--- config.mk ---
export PLATFORM = sky130hd
export DESIGN_NAME = mpsm_power_manager
export DESIGN_NICKNAME = d
export VERILOG_FILES = /design/src/hdl/mpsm_ms_tick.v /design/src/hdl/mpsm_power_manager.v
export VERILOG_INCLUDE_DIRS = /design/src /design/src/shared
export SDC_FILE = /design/constraint.sdc
export NUM_CORES = 1
export LEC_CHECK = 0
export BUFFER_PORTS_ARGS = -buffer_cell sky130_fd_sc_hd__buf_2
export CORE_MARGIN = 8
export CORE_UTILIZATION = 30
export DETAILED_ROUTE_END_ITERATION = 7
export HOLD_SLACK_MARGIN = 0.1
export PLACE_DENSITY = 0.44
export SLEW_MARGIN = 20
export SYNTH_ARGS = -nofsm -noshare
export SYNTH_HDL_FRONTEND = slang
export SYNTH_SLANG_ARGS = --single-unit
export TNS_END_PERCENT = 100
--- constraint.sdc ---
create_clock -name clk -period 2.95 [get_ports clk]
set_clock_uncertainty 0.15 [all_clocks]
set_input_delay 0.59 -clock clk [delete_from_list [all_inputs] [get_ports clk]]
set_output_delay 0.59 -clock clk [all_outputs]
set_load 0.05 [all_outputs]
--- src/shared/mpsm_consts.vh ---
// Timing, state and rate constants for the motion power state manager
`ifndef MPSM_CONSTS_VH
`define MPSM_CONSTS_VH
`define MPSM_CLK_HZ          100000000
`define MPSM_RUN_IDLE_MS     50
`define MPSM_DOZE1_PERIOD_MS 10
`define MPSM_DOZE1_SPAN_MS   8000
`define MPSM_DOZE2_PERIOD_MS 100
`define MPSM_SLEEP_SPAN_MS   600000
`define MPSM_SLEEP_PERIOD_MS 500
`define MPSM_CYC_PER_MS      (`MPSM_CLK_HZ / 1000)
`define MPSM_SLOW_IPS        7
`define MPSM_FAST_IPS        14
`define MPSM_ST_OFF          3'h0
`define MPSM_ST_POWERUP      3'h1
`define MPSM_ST_RUN          3'h2
`define MPSM_ST_DOZE1        3'h3
`define MPSM_ST_DOZE2        3'h4
`define MPSM_ST_SLEEP        3'h5
`define MPSM_ST_WAKE         3'h6
`define MPSM_RATE_1K         2'h0
`define MPSM_RATE_2K         2'h1
`define MPSM_RATE_4K         2'h2
`define MPSM_ENG_ANALOG      2'h1
`define MPSM_ENG_ALL         2'h3
`endif

--- src/hdl/mpsm_ms_tick.v ---
// Millisecond tick generator from the system clock
`timescale 1ns/1ns
`include "mpsm_consts.vh"
module mpsm_ms_tick #(
  parameter integer DIV = `MPSM_CYC_PER_MS
) (
  // Clock and reset
  input  wire clk,
  input  wire resetn,
  input  wire clk_en,
  // Tick out
  output reg  tick_q
);
  reg [31:0] cnt_q;
  always @(posedge clk or negedge resetn) begin
    if (!resetn) begin
      cnt_q  <= 32'h0;
      tick_q <= 1'b0;
    end else if (clk_en) begin
      if (cnt_q >= DIV - 1) begin
        cnt_q  <= 32'h0;
        tick_q <= 1'b1;
      end else begin
        cnt_q  <= cnt_q + 32'h1;
        tick_q <= 1'b0;
      end
    end
  end
endmodule

--- src/hdl/mpsm_power_manager.v ---
// Power state manager of the optical motion sensor
`timescale 1ns/1ns
`include "mpsm_consts.vh"
// What this block does
// RULE1: In manual mode releasing the sleep request pin wakes the sensor, analog then DC/DC.
// RULE2: A manual wake runs a single frame so the pin may be released at once.
// RULE3: In automatic mode the controller keeps the sleep request pin high after init.
// RULE4: Each low-power state takes one frame, reloads its wake timer and sleeps again.
// RULE5: The motion-ready output is high while motion data waits to be polled.
// RULE6: The sensor stays running until all pending motion data has been read.
// RULE7: While running the frame rate is 1K below 7 ips, 2K from 7 to 14, 4K above 14.
// RULE8: The sensor stays running while it keeps seeing motion.
// RULE9: After 50 ms without motion the sensor drops to the first doze state.
// RULE10: First doze wakes one frame every 10 ms, running on motion, dozing otherwise.
// RULE11: After 8 s in first doze it moves to second doze, waking every 100 ms.
// RULE12: After 10 min without activity it sleeps, waking every 500 ms.
// RULE13: In automatic mode the controller may stand by until motion-ready rises.
// RULE14: Motion in a second-doze or sleep wake frame returns straight to running.
module mpsm_power_manager #(
  parameter integer MS_DIV      = `MPSM_CYC_PER_MS,
  parameter integer RUN_IDLE_MS = `MPSM_RUN_IDLE_MS,
  parameter integer D1_PER_MS   = `MPSM_DOZE1_PERIOD_MS,
  parameter integer D1_SPAN_MS  = `MPSM_DOZE1_SPAN_MS,
  parameter integer D2_PER_MS   = `MPSM_DOZE2_PERIOD_MS,
  parameter integer SL_SPAN_MS  = `MPSM_SLEEP_SPAN_MS,
  parameter integer SL_PER_MS   = `MPSM_SLEEP_PERIOD_MS,
  parameter integer VEL_W       = 8
) (
  // Clock and reset
  input  wire             clk,
  input  wire             resetn,
  input  wire             clk_en,
  // Pin and mode
  input  wire             sleep_request_pin,
  input  wire             auto_mode,
  // Motion engine
  input  wire             frame_done,
  input  wire             motion_seen,
  input  wire [VEL_W-1:0] velocity_ips,
  input  wire             data_read,
  // Outputs
  output reg  [1:0]       engine_en_q,
  output reg              frame_req_q,
  output reg  [1:0]       frame_rate_q,
  output reg              motion_ready_q,
  output reg  [2:0]       state_q,
  output reg  [31:0]      wake_timer_q
);
  reg        pin_s1_q;
  reg        pin_s2_q;
  reg [31:0] idle_ms_q;
  reg [2:0]  ret_q;
  reg        pend_q;
  reg        motion_d;
  wire       ms_tick;

  mpsm_ms_tick #(.DIV(MS_DIV)) u_tick (
    .clk    (clk),
    .resetn (resetn),
    .clk_en (clk_en),
    .tick_q (ms_tick)
  );

  // Pin comes from the controller domain
  always @(posedge clk or negedge resetn) begin
    if (!resetn) begin
      pin_s1_q <= 1'b1;
      pin_s2_q <= 1'b1;
    end else if (clk_en) begin
      pin_s1_q <= sleep_request_pin;
      pin_s2_q <= pin_s1_q;
    end
  end

  // Frame rate tracks velocity only while running
  always @(posedge clk or negedge resetn) begin
    if (!resetn) begin
      frame_rate_q <= `MPSM_RATE_1K;
    end else if (clk_en && state_q == `MPSM_ST_RUN) begin
      if (velocity_ips > `MPSM_FAST_IPS)
        frame_rate_q <= `MPSM_RATE_4K; // [RULE7]
      else if (velocity_ips >= `MPSM_SLOW_IPS)
        frame_rate_q <= `MPSM_RATE_2K; // [RULE7]
      else
        frame_rate_q <= `MPSM_RATE_1K; // [RULE7]
    end
  end

  // Pending data: new motion wins over a read in the same cycle
  always @* begin
    motion_d = frame_done && motion_seen;
  end

  always @(posedge clk or negedge resetn) begin
    if (!resetn) begin
      pend_q         <= 1'b0;
      motion_ready_q <= 1'b0;
    end else if (clk_en) begin
      if (motion_d)
        pend_q <= 1'b1; // [RULE5]
      else if (data_read)
        pend_q <= 1'b0;
      motion_ready_q <= motion_d | (pend_q & ~data_read); // [RULE5]
    end
  end

  // Main sequencer
  always @(posedge clk or negedge resetn) begin
    if (!resetn) begin
      state_q      <= `MPSM_ST_OFF;
      ret_q        <= `MPSM_ST_DOZE1;
      engine_en_q  <= 2'h0;
      frame_req_q  <= 1'b0;
      idle_ms_q    <= 32'h0;
      wake_timer_q <= 32'h0;
    end else if (clk_en) begin
      frame_req_q <= 1'b0;
      if (ms_tick && wake_timer_q != 32'h0)
        wake_timer_q <= wake_timer_q - 32'h1;
      if (ms_tick)
        idle_ms_q <= idle_ms_q + 32'h1;
      case (state_q)
        `MPSM_ST_OFF: begin
          engine_en_q <= 2'h0;
          // Manual wake on pin release; automatic mode starts at init
          if (!pin_s2_q || auto_mode) begin
            engine_en_q <= `MPSM_ENG_ANALOG; // [RULE1]
            state_q     <= `MPSM_ST_POWERUP;
          end
        end
        `MPSM_ST_POWERUP: begin
          engine_en_q <= `MPSM_ENG_ALL; // [RULE1]
          frame_req_q <= 1'b1;
          idle_ms_q   <= 32'h0;
          if (auto_mode)
            state_q <= `MPSM_ST_RUN;
          else
            state_q <= `MPSM_ST_WAKE; // [RULE2]
        end
        `MPSM_ST_WAKE: begin
          // One frame only, then running on motion in automatic mode, else back to the resting state
          if (frame_done) begin
            engine_en_q <= 2'h0;
            if (auto_mode && motion_seen) begin
              engine_en_q <= `MPSM_ENG_ALL;
              idle_ms_q   <= 32'h0;
              state_q     <= `MPSM_ST_RUN; // [RULE10] [RULE14]
            end else if (auto_mode) begin
              state_q <= ret_q; // [RULE4]
            end else begin
              state_q <= `MPSM_ST_OFF; // [RULE2]
            end
          end
        end
        `MPSM_ST_RUN: begin
          if (!auto_mode) begin
            engine_en_q <= 2'h0;
            state_q     <= `MPSM_ST_OFF;
          end else begin
            frame_req_q <= 1'b1;
            if (motion_d || pend_q || motion_ready_q)
              idle_ms_q <= 32'h0; // [RULE6] [RULE8]
            else if (idle_ms_q >= RUN_IDLE_MS) begin
              engine_en_q  <= 2'h0;
              idle_ms_q    <= 32'h0;
              wake_timer_q <= D1_PER_MS; // [RULE9]
              state_q      <= `MPSM_ST_DOZE1;
            end
          end
        end
        default: begin
          // Doze and sleep: wait for the wake timer, then one frame
          if (!auto_mode) begin
            state_q <= `MPSM_ST_OFF;
          end else if (state_q == `MPSM_ST_DOZE1 && idle_ms_q >= D1_SPAN_MS) begin
            wake_timer_q <= D2_PER_MS; // [RULE11]
            state_q      <= `MPSM_ST_DOZE2;
          end else if (state_q == `MPSM_ST_DOZE2 &&
                       idle_ms_q >= SL_SPAN_MS - RUN_IDLE_MS) begin
            wake_timer_q <= SL_PER_MS; // [RULE12]
            state_q      <= `MPSM_ST_SLEEP;
          end else if (wake_timer_q == 32'h0 && state_q != `MPSM_ST_OFF) begin
            ret_q       <= state_q;
            engine_en_q <= `MPSM_ENG_ALL;
            frame_req_q <= 1'b1;
            state_q     <= `MPSM_ST_WAKE;
            if (state_q == `MPSM_ST_DOZE1)
              wake_timer_q <= D1_PER_MS; // [RULE4] [RULE10]
            else if (state_q == `MPSM_ST_DOZE2)
              wake_timer_q <= D2_PER_MS; // [RULE4] [RULE11]
            else
              wake_timer_q <= SL_PER_MS; // [RULE4] [RULE12]
          end
        end
      endcase
    end
  end
endmodule

# Word level (Yosys, flattened, before mapping)
# Index checks and enable logic that the tools add are counted.
dict set report totals {
  regBits 112
  in_bits 16
  out_inout_bits 41
}
dict set report classes {
  add_sub_neg 3
  order_cmp 6
  n_eq_ne 12
  muxes 54
  bitwise_logic 6
  reduce_logical 25
}
# cell count
set op_table {}
lappend op_table {{32-bit 2-to-1 mux} 15}
lappend op_table {{32-bit one-hot mux with 3 select lines} 1}
lappend op_table {{32-bit by 1-bit adder with 32-bit output (second input constant)} 2}
lappend op_table {{32-bit one-hot mux with 2 select lines} 1}
lappend op_table {{3-bit 2-to-1 mux} 12}
lappend op_table {{32-bit by 13-bit >= comparator with 1-bit output (second input constant)} 1}
lappend op_table {{32-bit by 17-bit >= comparator with 1-bit output (second input constant)} 1}
lappend op_table {{32-bit by 20-bit >= comparator with 1-bit output (second input constant)} 1}
lappend op_table {{32-bit by 6-bit >= comparator with 1-bit output (second input constant)} 1}
lappend op_table {{32-bit zero test} 1}
lappend op_table {{32-bit nonzero test} 1}
lappend op_table {{32-bit by 1-bit subtractor with 32-bit output (second input constant)} 1}
lappend op_table {{2-bit 2-to-1 mux} 10}
lappend op_table {{9-bit 2-to-1 mux} 2}
lappend op_table {{3-bit one-hot mux with 4 select lines} 1}
lappend op_table {{6-bit AND reduction} 2}
lappend op_table {{1-bit 2-to-1 mux} 10}
lappend op_table {{5-bit by 2-bit != test with 1-bit output (second input constant)} 2}
lappend op_table {{5-bit nonzero test} 2}
lappend op_table {{8-bit by 3-bit >= comparator with 1-bit output (second input constant)} 1}
lappend op_table {{8-bit by 4-bit > comparator with 1-bit output (second input constant)} 1}
lappend op_table {{8-bit by 1-bit != test with 1-bit output (second input constant)} 1}
lappend op_table {{2-bit one-hot mux with 4 select lines} 1}
lappend op_table {{8-bit AND reduction} 1}
lappend op_table {{20 further kinds} 34}

# Depth between registers and ports, before layout
dict set report depth {
  word_depth 8
  ltp_mapped 10
  ltp_nobuf 8
}

# Modules after synthesis
# A second synthesis with hierarchy kept.
dict set report hier_totals {
  hier_cells 735
  area_unflattened_um2 6646.4
}
# mod n_inst cells_per_inst area_each_um2 seq_area_each_um2
set modules_own_cells {}
lappend modules_own_cells {mpsm_power_manager 1 551 4874.7 1981.9}
lappend modules_own_cells {mpsm_ms_tick 1 184 1771.7 825.8}

# Worst setup path after synthesis
# Ideal clock, no wire load.
dict set report synth_timing {
  path_type {reg2reg}
  start {register wake_timer_q[0]}
  end {register wake_timer_q[30]}
  arrival_ps 3056
  required_ps 2674
  setup_slack_ps -382
  stages_incl_launch_ff 9
  period_less_slack_ps 3332
  path_cell_list {dfrtp_1 > inv_1 > ha_1 > or4b_2 > or4_4 > a2111o_1 > a31oi_2 > nor2_2 > a221o_1}
}
dict set report synth_between {
  elab_chain_len 8
  elab_cells_between_ends 14
  cone_classes {add/sub (1); mux (9); reduce/logical (4)}
}
# item line_no
set synth_lines {}
lappend synth_lines {{from (decl)} mpsm_power_manager.v:47} ;# output reg [31:0] wake_timer_q
lappend synth_lines {{from (signal assigned)} mpsm_power_manager.v:119} ;# wake_timer_q <= wake_timer_q - 32'h1;
lappend synth_lines {{branches (longest 7 deep; another with 32-bit by 1-bit subtractor with 32-bit output)} n/a}
lappend synth_lines {{32-bit one-hot mux with 2 select lines *} mpsm_power_manager.v:122} ;# case (state_q)
# Mark *: on every way between the ends.
# A chain may end at the register's enable or synchronous reset.

# Worst setup path in the final report
dict set report layout_timing {
  start {register wake_timer_q[25]}
  end {register wake_timer_q[25]}
}
# Same word-level chain as after synthesis.

==> impl_results.md <==
* Number of cells produced by synthesis at roughly 740
* Deepest clock path buffer count at 2
* Global route overflow at 0
* Proportion of layout cells with a drive suffix above 1 at 0.251
* Total power divided by cell area at 606 nW/um^2
* Yosys top cell by area: dfrtp_1
* Pin slew with the least headroom to its limit at about 0.56 ns
* Post-synth top area share at 0.413
* GRT Overall Usage at 0.148
* IO buf count at 56
* End of the worst register-to-register path: wake_timer_q[25]
* Worst Slack Setup Final at around 0.014 ns
* Effective utilization at floorplan at 0.302
* Number of CTS-inserted buffers at 9
* Total via count in the routed design at approximately 6100
* Number of flops mapped to enable cells by yosys at 0
* Final Setup Violations at 0
* H-tree depth at 3
* Floorplan die area at approximately 27000 sq um
* Clock insertion delay at the later pin of the skew report at about 0.36 ns
* Synth Area per Inst at ~8.8 sq um
* First-pass GRT wire length at 32300 microns
* Synth Warn # at 0
* Min Tclk post-route at around 2.9 ns
* Sum of negative setup slack at 0 ns
* Cell occurring most often along the worst timing path: or4_4
* Maximum clock frequency at 341 MHz
* Final layout net count at approximately 870
* Synthesized Nets at approximately 760
* Worst IR Drop VDD at between 300 and 400 uV
* Kind of cell adding the most delay to the critical path: simple AND/OR/NAND/NOR gates
* Peak per-stage delay on the critical path at approximately 0.56 ns
* Leak at roughly 3.5 nW
* Total length of routed wires at approximately 19000 microns
* Cell Area, Synth at about 6500 sq um
* Final HPWL DP at 14400 microns
* Number of distinct library cells after synthesis at 76
* Antenna diode count at 0
* Top cells by count, synth: dfrtp_1 (108), nor2_1 (91), nand2_1 (67)
* Non-Filler Instances at 1139
* Routability-driven placement congestion ratio at around 0.83
* Setup crit start kind: flop
* Layout-stage area growth over the synthesis result at 25.9%
* Stages on the worst setup path at 7
* Detailed router's first-iteration violation count at 360
* Number of top-level pins at 57
* Portion of the clock cycle consumed by the worst path in the final layout at 0.995
* Category of the critical setup timing path: flop to flop
* Worst EP required at 3.05 ns
* Maximum fanout encountered on the critical timing path at 9
* Core box area at approximately 22000 sq um
* Via count of the first global-routing pass at ~6000
* Most area-consuming cells after synthesis: dfrtp_1 (41%), nor2_1 (5.2%), xor2_1 (4.2%), nand2_1 (3.8%), nand3_1 (3.3%)
* CP Buf/Inv Count at 1
* Initial antenna violation count at 0
* Pin count of the biggest net entering global routing at 65
* Most frequent cell after synthesis: dfrtp_1
* Register-to-register setup slack at 0.01 ns
* Number of max-slew violations in the final report at 0
* DRC at 0
* Final hold violations at 0
* Endpoint arrival time on the critical path at around 3 ns
* Outcome: completed
* Via/cell ratio at ~5.4
* Startpoint of the worst register-to-register path: wake_timer_q[25]
* Cells traversed along the worst timing path: or4_4, or4_4, a2111o_1, a31o_4, buf_8, a31oi_4, o22ai_2
* Max-capacitance violation count at 0
* Floorplan die width at around 160 microns
* Headroom to the max-slew limit at 0.623
* Sinks on Clock Net at between 100 and 150
* Site Rows at 54
* Clk slew on worst S/H paths at about 0.080 ns
* Min-Delay Endpoint: pin_s1_q
* Hold path startpoint: sleep_request_pin
* Share of async-settable or async-resettable flops after synthesis at 1.00
* Initial DRT Pass Iterations at 5
* Highest-delay cell along the critical path: or4_4
* Setup repair after global routing missed its margin: true
* Predominant post-synthesis flop cell: dfrtp_1
* Placed cell count at ~1100
* Cell count of the worst hold path at 2
* Antenna Nets Post-Route at 0
* Die Y-Extent at roughly 160 microns
* CTS tree: done
* Portion of the post-synthesis area used by sequential elements at 0.429
* Worst R2R Path Depth at 7
* Worst hold-check path type: input port to flop
* Number of register bits inferred by synthesis at 112
* CP Capture Type: flop
* Pre-CTS setup slack at -0.115 ns
* Mean routed wirelength per cell at 17.1 microns
* CTS Root Buffer Type: clkbuf_16
-- metal layers --
metal  vias up  routed length [microns]  global-route usage
met3        12                     1080              0.0325
met1      3020                     9480               0.214
li1       2954                        -                   -
met2       140                     8740               0.222
met5         -                        0                   0
met4         0                      165              0.0310
-- registers in the layout (all words and copies together) (netlist names) --
register and flops:
u_tick.cnt_q 32, frame_rate_q 2, wake_timer_q 32, frame_req_q 1, pin_s2_q 1, pend_q 1, state_q 3, ret_q 3
idle_ms_q 32, u_tick.tick_q 1, pin_s1_q 1, engine_en_q 2, motion_ready_q 1
-- how the worst max path moves through the flow --
stage | start | endpoint | slack [ns]
after CTS | wake_timer_q[25] | wake_timer_q[7] | 0.007
final | wake_timer_q[25] | wake_timer_q[25] | 0.01
after global placement | wake_timer_q[1] | wake_timer_q[22] | -0.06
after detailed placement | wake_timer_q[0] | wake_timer_q[22] | -0.12
after global routing | wake_timer_q[0] | wake_timer_q[22] | -0.07
after floorplan | wake_timer_q[0] | wake_timer_q[30] | -0.22
-- repair_timing --
action / in CTS / in global routing
pin swaps: 3 / 12
hold endpoints to repair: 26 / 0
resized for setup: 4 / 27
hold buffers: 1 / 0
setup buffers: 0 / 4
endpoints found under the setup margin: 20 / 35
-- layout by cell type (no fill, tap or decap), types with 12 or more instances in the layout --
cell	count
dfrtp_1	101
nor2_1	90
buf_4	77
nand2_1	65
buf_2	55
nand3_1	42
inv_1	32
xor2_1	31
nand4_1	28
nor3_1	27
xnor2_1	21
nor4_1	18
o21ai_0	15
a21oi_1	15
o31ai_1	13
a31oi_1	12
-- cell families (layout without fill, tap and decap cells) --
family          count (synthesis)  in the layout  share of synthesized area
simple gates                  344            344                      0.272
compound gates                143            143                      0.156
flops                         112            112                      0.429
buf+inv                        73            191                     0.0446
xor+xnor                       52             52                     0.0697
mux                            13             13                     0.0210
fa+ha+maj                       4              4                    0.00765
-- layout make-up --
| cell class | count | area, sq um |
|---|---|---|
| clock buffers | 9 | 225 |
| clock inverters | 7 | 70.1 |
| fillers | 2235 | 13400 |
| inverters | 34 | 128 |
| multi-input cells | 556 | 3660 |
| flip-flops and latches | 112 | 2820 |
| well taps | 280 | 350 |
| repair buffers | 141 | 978 |
-- through the flow --
step	util	instance area, sq um	hold slack, ns	power [mW]
6_report	0.381	8230	0.307	4.98
5_1_grt	0.381	8230	0.312	5.25
4_1_cts	0.371	8020	0.292	5.03
3_5_place_dp	0.356	7700	0.321	3.72
3_3_place_gp	0.356	7700	0.310	3.71
2_1_floorplan	-	6600	0.144	3.09
-- power breakdown --
group	switching, mW	internal [mW]
sequential	0.184	1.71
clock	0.619	0.663
combinational	1.21	0.600
Note: power is estimated with default switching activity, not from simulation.
